File: src/conv_pkg.sv
// constants shared by the converter control block and its sample helper
// assumes a 32-bit APB master and one 40 MHz clock
package conv_pkg;
  // ****************************************
  // register map (byte addresses)
  // ****************************************
  localparam logic [7:0] ctrl_addr = 8'h00;
  localparam logic [7:0] select_addr = 8'h04;
  localparam logic [7:0] config_addr = 8'h08;
  localparam logic [7:0] result_addr = 8'h0c;
  localparam logic [7:0] status_addr = 8'h10;
  // ****************************************
  // fields
  // ****************************************
  localparam int enable_bit = 0;
  localparam int start_bit = 1;
  localparam int diff_bit = 1;
  localparam int busy_bit = 0;
  localparam int done_bit = 2;
  localparam int gain_lsb = 0;
  localparam int neg_lsb = 4;
  localparam int pos_lsb = 0;
  localparam logic [7:0] select_reset = 8'h00;
  localparam logic [1:0] gain_half = 2'h0;
  localparam logic [1:0] gain_one = 2'h1;
  localparam logic [1:0] gain_two = 2'h2;
  localparam logic [1:0] gain_four = 2'h3;
  // ****************************************
  // input codes
  // ****************************************
  localparam logic [3:0] pos_temp = 4'h8;
  localparam logic [3:0] pos_supply = 4'h9;
  localparam int sources_total = 11;
  localparam int pin_count = 8;
  // ****************************************
  // timing: 500 ksps at most, 8 bits
  // ****************************************
  localparam int clk_hz = 40000000;
  localparam int max_sps = 500000;
  localparam int conv_cycles = clk_hz / max_sps;
  localparam int sar_bits = 8;
  localparam int step_cycles = conv_cycles / (sar_bits + 2);
  localparam logic [3:0] step_count = 4'(step_cycles);
  localparam logic [7:0] se_zero = 8'h00;
  localparam logic [7:0] diff_min = 8'h80;
endpackage

File: src/sample_if.sv
// carries comparator query and answer between control and sample helper
// assumes one clock domain
`timescale 1ns/1ps
interface sample_if;
  logic [7:0] trial;
  logic differential;
  logic above;
  modport ctrl (output trial, output differential, input above);
  modport helper (input trial, input differential, output above);
endinterface

File: src/conv_ctrl.sv
// converter control: enable, input mux select, gain, coding, APB registers
// assumes APB master on ref_clk and digitised front-end level on sample_level
//
// Operation
// - converter runs only while converter_enable is 1
// - enable 0 holds shutdown, no conversions
// - 8-bit SAR with track-hold, up to 500 ksps, via amplifier
// - input_mux has 11 sources over positive and negative sides
// - negative side picks any pin or ground
// - temperature sensor and supply only on positive side
// - mux selections come from input_select_reg fields
// - negative select ground means single-ended mode
// - any other negative select means differential mode
// - single-ended result is unsigned 0x00 to 0xff
// - single-ended span zero to reference times 255/256
// - differential result is two's complement, 0x80 at minus reference
// - differential span minus reference to reference times 127/128
// - amp_gain_field two bits select gain 0.5, 1, 2 or 4
// - gain resets to 0.5
// - negative field bits 7:4, 0xxx pins, 1xxx ground
// - positive field bits 3:0, pins, 1000 temp, 1001 supply
//
// Local design decisions: register access over APB and the placing of the registers.
`timescale 1ns/1ps
module conv_ctrl
  import conv_pkg::*;
(
  input wire logic ref_clk,
  input wire logic rst,
  input wire logic psel,
  input wire logic penable,
  input wire logic pwrite,
  input wire logic [7:0] paddr,
  input wire logic [31:0] pwdata,
  output logic [31:0] prdata,
  output logic pready,
  output logic pslverr,
  input wire logic [7:0] sample_level,
  output logic powered,
  output logic [7:0] pos_pin_sel,
  output logic pos_temp_sel,
  output logic pos_supply_sel,
  output logic [7:0] neg_pin_sel,
  output logic neg_ground_sel,
  output logic [1:0] amp_gain,
  output logic tracking
);
  typedef enum logic [1:0] {idle, track, convert} conv_state_e;

  // ****************************************
  // decode helpers
  // ****************************************
  // one-hot pin decode used for both mux sides
  function automatic logic [7:0] pin_onehot(input logic [3:0] code);
    logic [7:0] hot;
    hot = 8'h00;
    if (!code[3]) begin
      hot[code[2:0]] = 1'b1;
    end
    return hot;
  endfunction

  // register access decode
  function automatic logic hit(input logic [7:0] a, input logic [7:0] r);
    return a == r;
  endfunction

  // ****************************************
  // registers
  // ****************************************
  logic converter_enable;
  logic [7:0] input_select_reg;
  logic [1:0] amp_gain_field;
  logic [7:0] result;
  logic done;
  logic start_req;
  conv_state_e state;
  logic [3:0] step;
  logic [3:0] bit_idx;
  logic [7:0] trial;
  logic wr;
  logic rd;
  logic mapped;
  logic [3:0] negative_select_field;
  logic [3:0] positive_select_field;
  logic differential;
  logic step_tick;
  logic [31:0] next_prdata;
  sample_if link_s ();

  assign wr = psel && penable && pwrite;
  assign rd = psel && !penable && !pwrite;
  assign negative_select_field = input_select_reg[neg_lsb +: 4];
  assign positive_select_field = input_select_reg[pos_lsb +: 4];
  // ground on negative side is single-ended, anything else differential
  assign differential = !negative_select_field[3];
  assign mapped = hit(paddr, ctrl_addr) || hit(paddr, select_addr)
    || hit(paddr, config_addr) || hit(paddr, result_addr)
    || hit(paddr, status_addr);
  assign step_tick = step == step_count - 4'h1;

  // ****************************************
  // control register
  // ****************************************
  // enable bit gates the sequencer, powered and tracking; mux selects and gain stay driven
  always_ff @(posedge ref_clk) begin
    if (rst) begin
      converter_enable <= 1'b0;
    end else if (wr && hit(paddr, ctrl_addr)) begin
      converter_enable <= pwdata[enable_bit];
    end
  end

  // start only counts when the same write leaves the block enabled, so
  // enable and start may share one write; a start while off is dropped
  always_ff @(posedge ref_clk) begin
    if (rst) begin
      start_req <= 1'b0;
    end else if (wr && hit(paddr, ctrl_addr) && pwdata[start_bit]
                 && pwdata[enable_bit] && state == idle) begin
      start_req <= 1'b1;
    end else if (!converter_enable) begin
      start_req <= 1'b0;
    end else if (state == track) begin
      start_req <= 1'b0;
    end
  end

  // ****************************************
  // select and config registers
  // ****************************************
  // both mux fields are software-written
  always_ff @(posedge ref_clk) begin
    if (rst) begin
      input_select_reg <= select_reset;
    end else if (wr && hit(paddr, select_addr)) begin
      input_select_reg <= pwdata[7:0];
    end
  end

  // gain field, 0.5 after reset
  always_ff @(posedge ref_clk) begin
    if (rst) begin
      amp_gain_field <= gain_half;
    end else if (wr && hit(paddr, config_addr)) begin
      amp_gain_field <= pwdata[gain_lsb +: 2];
    end
  end

  // ****************************************
  // analog front-end controls
  // ****************************************
  // registered mux selects; reserved positive codes select nothing
  always_ff @(posedge ref_clk) begin
    if (rst) begin
      pos_pin_sel <= 8'h00;
      pos_temp_sel <= 1'b0;
      pos_supply_sel <= 1'b0;
      neg_pin_sel <= 8'h00;
      neg_ground_sel <= 1'b0;
      amp_gain <= gain_half;
      powered <= 1'b0;
    end else begin
      pos_pin_sel <= pin_onehot(positive_select_field);
      pos_temp_sel <= positive_select_field == pos_temp;
      pos_supply_sel <= positive_select_field == pos_supply;
      neg_pin_sel <= pin_onehot(negative_select_field);
      neg_ground_sel <= negative_select_field[3];
      amp_gain <= amp_gain_field;
      powered <= converter_enable;
    end
  end

  // ****************************************
  // successive approximation
  // ****************************************
  // step timer paces eight-cycle steps, nine per conversion (track plus eight bits), 72 cycles in all
  always_ff @(posedge ref_clk) begin
    if (rst || state == idle) begin
      step <= 4'h0;
    end else if (step_tick) begin
      step <= 4'h0;
    end else begin
      step <= step + 4'h1;
    end
  end

  // sar sequencer; leaving enable aborts at once to shutdown
  always_ff @(posedge ref_clk) begin
    if (rst) begin
      state <= idle;
    end else if (!converter_enable) begin
      state <= idle;
    end else begin
      case (state)
        idle: begin
          if (start_req) begin
            state <= track;
          end
        end
        track: begin
          if (step_tick) begin
            state <= convert;
          end
        end
        convert: begin
          if (step_tick && bit_idx == 4'h0) begin
            state <= idle;
          end
        end
        default: begin
          state <= idle;
        end
      endcase
    end
  end

  // bit pointer walks from the msb down, one bit per step
  always_ff @(posedge ref_clk) begin
    if (rst) begin
      bit_idx <= 4'h0;
    end else if (state == track && step_tick) begin
      bit_idx <= 4'(sar_bits - 1);
    end else if (state == convert && step_tick && bit_idx != 4'h0) begin
      bit_idx <= bit_idx - 4'h1;
    end
  end

  // trial code; a bit stays set only if the level reaches it
  always_ff @(posedge ref_clk) begin
    if (rst) begin
      trial <= 8'h00;
    end else if (state == track && step_tick) begin
      trial <= 8'h00;
      trial[sar_bits - 1] <= 1'b1;
    end else if (state == convert && step_tick) begin
      // answer for the current trial is settled by now
      if (!link_s.above) begin
        trial[bit_idx[2:0]] <= 1'b0;
      end
      if (bit_idx != 4'h0) begin
        trial[bit_idx[2:0] - 3'h1] <= 1'b1;
      end
    end
  end

  // trial is coded in the live mode so the comparator offsets it
  assign link_s.trial = differential ? (trial ^ diff_min) : trial;
  assign link_s.differential = differential;

  // ****************************************
  // result and done flag
  // ****************************************
  // result holds until a new conversion ends, even through shutdown
  always_ff @(posedge ref_clk) begin
    if (rst) begin
      result <= se_zero;
    end else if (converter_enable && state == convert && step_tick
                 && bit_idx == 4'h0) begin
      // unsigned when single-ended, two's complement when differential
      result <= differential
        ? ({trial[7:1], trial[0] & link_s.above} ^ diff_min)
        : {trial[7:1], trial[0] & link_s.above};
    end
  end

  // done set by completion wins over a software clear
  always_ff @(posedge ref_clk) begin
    if (rst) begin
      done <= 1'b0;
    end else if (converter_enable && state == convert && step_tick
                 && bit_idx == 4'h0) begin
      done <= 1'b1;
    end else if (wr && hit(paddr, status_addr) && pwdata[done_bit]) begin
      done <= 1'b0;
    end
  end

  // track output for the hold switch
  always_ff @(posedge ref_clk) begin
    if (rst) begin
      tracking <= 1'b0;
    end else begin
      tracking <= converter_enable && state != convert;
    end
  end

  // ****************************************
  // read mux
  // ****************************************
  // word of the addressed register; unused bits and holes read zero
  always_comb begin
    next_prdata = 32'h00000000;
    case (paddr)
      ctrl_addr: begin
        next_prdata[enable_bit] = converter_enable;
      end
      select_addr: begin
        next_prdata[7:0] = input_select_reg;
      end
      config_addr: begin
        next_prdata[gain_lsb +: 2] = amp_gain_field;
      end
      result_addr: begin
        next_prdata[7:0] = result;
      end
      status_addr: begin
        next_prdata[busy_bit] = state != idle;
        next_prdata[diff_bit] = differential;
        next_prdata[done_bit] = done;
      end
      default: begin
        next_prdata = 32'h00000000;
      end
    endcase
  end

  // ****************************************
  // apb slave
  // ****************************************
  // zero wait: read data captured in setup, ready in access
  always_ff @(posedge ref_clk) begin
    if (rst) begin
      prdata <= 32'h00000000;
      pready <= 1'b0;
      pslverr <= 1'b0;
    end else begin
      pready <= psel && !penable;
      pslverr <= psel && !penable && !mapped;
      if (rd) begin
        prdata <= next_prdata;
      end
    end
  end

  // ****************************************
  // comparator helper
  // ****************************************
  sample_compare compare_u (
    .ref_clk(ref_clk),
    .rst(rst),
    .level(sample_level),
    .port_s(link_s)
  );
endmodule // conv_ctrl

File: src/sample_compare.sv
// compares a SAR trial code with the sampled analog level
// assumes the sampled level is an unsigned 8-bit quantity from the front end
`timescale 1ns/1ps
module sample_compare
  import conv_pkg::*;
(
  input wire logic ref_clk,
  input wire logic rst,
  input wire logic [7:0] level,
  sample_if.helper port_s
);
  // ****************************************
  // comparator
  // ****************************************
  // in differential mode trial is two's complement; flip msb to compare
  logic [7:0] biased;
  assign biased = port_s.differential ? (port_s.trial ^ diff_min)
                                      : port_s.trial;
  // registered so the answer is clean one cycle after the trial
  always_ff @(posedge ref_clk) begin
    if (rst) begin
      port_s.above <= 1'b0;
    end else begin
      port_s.above <= level >= biased;
    end
  end
endmodule // sample_compare

File: config.mk
export PLATFORM = sky130hd
export DESIGN_NAME = conv_ctrl
export DESIGN_NICKNAME = d
export VERILOG_FILES = /design/src/conv_pkg.sv /design/src/sample_if.sv /design/src/conv_ctrl.sv /design/src/sample_compare.sv
export SDC_FILE = /design/constraint.sdc
export NUM_CORES = 1
export LEC_CHECK = 0
export ABC_AREA = 1
export BUFFER_PORTS_ARGS = -buffer_cell sky130_fd_sc_hd__buf_4
export CELL_PAD_IN_SITES_DETAIL_PLACEMENT = 1
export CELL_PAD_IN_SITES_GLOBAL_PLACEMENT = 2
export CORE_UTILIZATION = 29
export CTS_CLUSTER_SIZE = 12
export DETAILED_ROUTE_END_ITERATION = 6
export GPL_TIMING_DRIVEN = 0
export HOLD_SLACK_MARGIN = 0.15
export PLACE_DENSITY = 0.92
export SYNTH_ARGS = -nofsm -noshare
export SYNTH_HDL_FRONTEND = slang
export SYNTH_HIERARCHICAL = 1
export SYNTH_SLANG_ARGS = --single-unit
File: constraint.sdc
create_clock -name ref_clk -period 4 [get_ports ref_clk]
set_input_delay 0.8 -clock ref_clk [delete_from_list [all_inputs] [get_ports ref_clk]]
set_output_delay 0.8 -clock ref_clk [all_outputs]
set_load 0.05 [all_outputs]
==> metrics.csv <==
metric,value,unit
status,completed,
critPathLaunchType,input pin,
htreeDepth,3,
seqPwrFrac,41.2,%
rsz0062_at_grt,no,
drt_pass1_iterations,4,
tns,0,ps
die_w,108,µm
seq_area_frac_synth,44.7,%
num_rows,38,
cap_violations,0,
clkLatencyLatePin,330,ps
crit_path_end_kind,register,
synth_top_area_cell,dfxtp_1,
antenna_found_initial,0,
leakagePower,1.95,nW
worst_hold_path_type,register to register,
pwr-share-comb,9.5,%
p_int,1.34,mW
via_count,2962,
yosys-top-cells-area,"dfxtp_1 (45%), inv_1 (7.6%), nand2_1 (7.1%), a21oi_1 (6.1%), buf_4 (5.7%)",
synth.avg_cell_area,7.68,µm²
max_stage_delay,520,ps
p_switching,0.446,mW
layout-drive-gt1-share,22.6,%
fin_crit,1900,ps
grt_start_max_net_pins,15,
wl,8.84,mm
synth-seq-cells,73,
grt_pass1_vias,3082,
worstPathRequired,4230,ps
antenna_cells,0,
setup_viol,0,
crit_chain,"buf_4, inv_1, nand2_1, nor2_1, inv_1, o21bai_1, inv_1",
nets,584,
pwr-share-clk,49.3,%
whs,458,ps
hold_viol,0,
synthesis.area,3270,µm²
start_util,29.9,%
worstSetupPathType,input pin to register,
grt-ovfl-total,0,
cp_max_fo,10,
grt_pass1_wl,14.5,mm
worst-path-buf-inv,4,
worstPathArrival,2120,ps
syn_inst,426,
cts_tree,done,
cts_resized,0,
via_per_inst,4.45,
synth_top_cell_area_share,44.7,%
relSlewSlack,54.5,%
slew_violations,0,
die_y,108,µm
crit_top_cell,inv_1,
ir_worst_vdd,180,µV
coreArea,10900,µm²
cts_hold_buf,0,
post-dp-hpwl,7.07,mm
gp_congestion,0.876,
p_sw_share,24.9,%
synth_cell_types,29,
synth_warnings,6,
fin_crit_sh,47.5,%
tightestPinTransition,680,ps
cts_buffers,9,
max_freq,527,MHz
portBuffers,61,
drc_errors,0,
area_growth,32.0,%
skew,5.98,ps
grt_usage,16.2,%
cts-root-buf,clkbuf_16,
drt_iter0_drc,80,
io_pins,110,
cp_top_family,simple AND/OR/NAND/NOR gates,
final_antenna_net_count,0,
crit_slowest_cell,nor2_1,
fillers,1355,
power.density,414,nW/µm²
routedWlPerCell,13.3,µm
dieArea,11700,µm²
cts.path.max_buffers,2,
cts_setup_buffers,0,
clock-sinks,73,
path_clk_slew,60,ps
cells by family (layout without fill, tap and decap cells):
kind of cell	count (synthesis)	after routing	share of synthesized area (%)
flops	73	73	44.7
buf+inv	98	175	14.2
compound gates	94	94	15.5
xor+xnor	4	4	1.07
other cells	1	24	0.115
fa+ha+maj	10	10	3.82
simple gates	146	146	20.6
routing by layer:
layer / GRT usage [%] / wire length (µm) / vias up
met5: 0 / 0 / -
met4: 4.40 / 111 / 0
met3: 4.88 / 448 / 11
met2: 30.0 / 4460 / 69
met1: 17.8 / 3810 / 1373
li1: - / - / 1509
cell usage in the layout, fill, tap and decap left out, drive strengths merged:
cell type / instances
bufinv: 2
dfxtp: 73
clkinv: 2
a21oi: 41
o21bai: 6
nand3: 22
ha: 10
o21ai: 38
nand4: 4
o22ai: 6
clkbuf: 12
inv: 70
a21o: 1
nand2: 63
buf: 88
conb: 24
a41oi: 1
nor2: 55
clkinvlp: 1
xnor2: 4
nor4: 2
a211oi: 1
worst paths after layout:
path | from | endpoint | slack [ps] | cells past startpoint
setup / recovery | penable | prdata[7]$_SDFFE_PP0P_ | 2100 | 7
hold / removal | step[0]$_SDFF_PP0_ | step[0]$_SDFF_PP0_ | 460 | 1
setup reg to reg | bit_idx[0]$_SDFFE_PP0P_ | result[4]$_SDFFE_PP0P_ | 2120 | 7
hold reg to reg | step[0]$_SDFF_PP0_ | step[0]$_SDFF_PP0_ | 460 | 1
power by group through the flow:
stage	clock network, mW	registers (mW)	logic (mW)
finish	0.880	0.737	0.170
global route	0.935	0.737	0.183
CTS	0.900	0.737	0.170
detailed placement	0	0.753	0.169
global placement	0	0.753	0.167
floorplan	0	0.770	0.104
stage by stage:
| stage | power (mW) | utilization, % | worst slack [ps] | std cells | instance area [µm²] |
|---|---|---|---|---|---|
| 5_1_grt | 1.85 | 39.5 | 1920 | 666 | 4320 |
| 3_3_place_gp | 0.919 | 36.5 | 1830 | 650 | 3990 |
| 6_report | 1.79 | 39.5 | 2100 | 666 | 4320 |
| 3_5_place_dp | 0.922 | 36.5 | 1780 | 650 | 3990 |
| 2_1_floorplan | 0.874 | - | 2310 | 449 | 3360 |
| 4_1_cts | 1.81 | 39.5 | 2100 | 666 | 4320 |
final cells by class:
cell class,count,area [µm²],area share [%]
timing repair buffer,61,458,10.6
clock inverter,7,101,2.35
tap,140,175,4.06
multi-input combinational,278,1430,33.2
sequential,73,1460,33.8
buffer,30,209,4.84
inverter,68,255,5.91
clock buffer,9,225,5.22
Yosys cell counts (all sizes together):
cell / n
a211oi: 1
a21o: 1
a21oi: 41
a41oi: 1
buf: 27
clkbuf: 3
conb: 1
dfxtp: 73
ha: 10
inv: 68
nand2: 63
nand3: 22
nand4: 4
nor2: 55
nor4: 2
o21ai: 38
o21bai: 6
o22ai: 6
xnor2: 4
worst register-to-register path, cell delays in order, from the launching register on:
cell and delay [ps]:
dfxtp_1 380, inv_1 180, ha_1 220, nand3_1 180
inv_1 130, nand4_1 220, o21ai_0 370, a21oi_1 60
No activity file was read; power rests on OpenSTA's default activity.
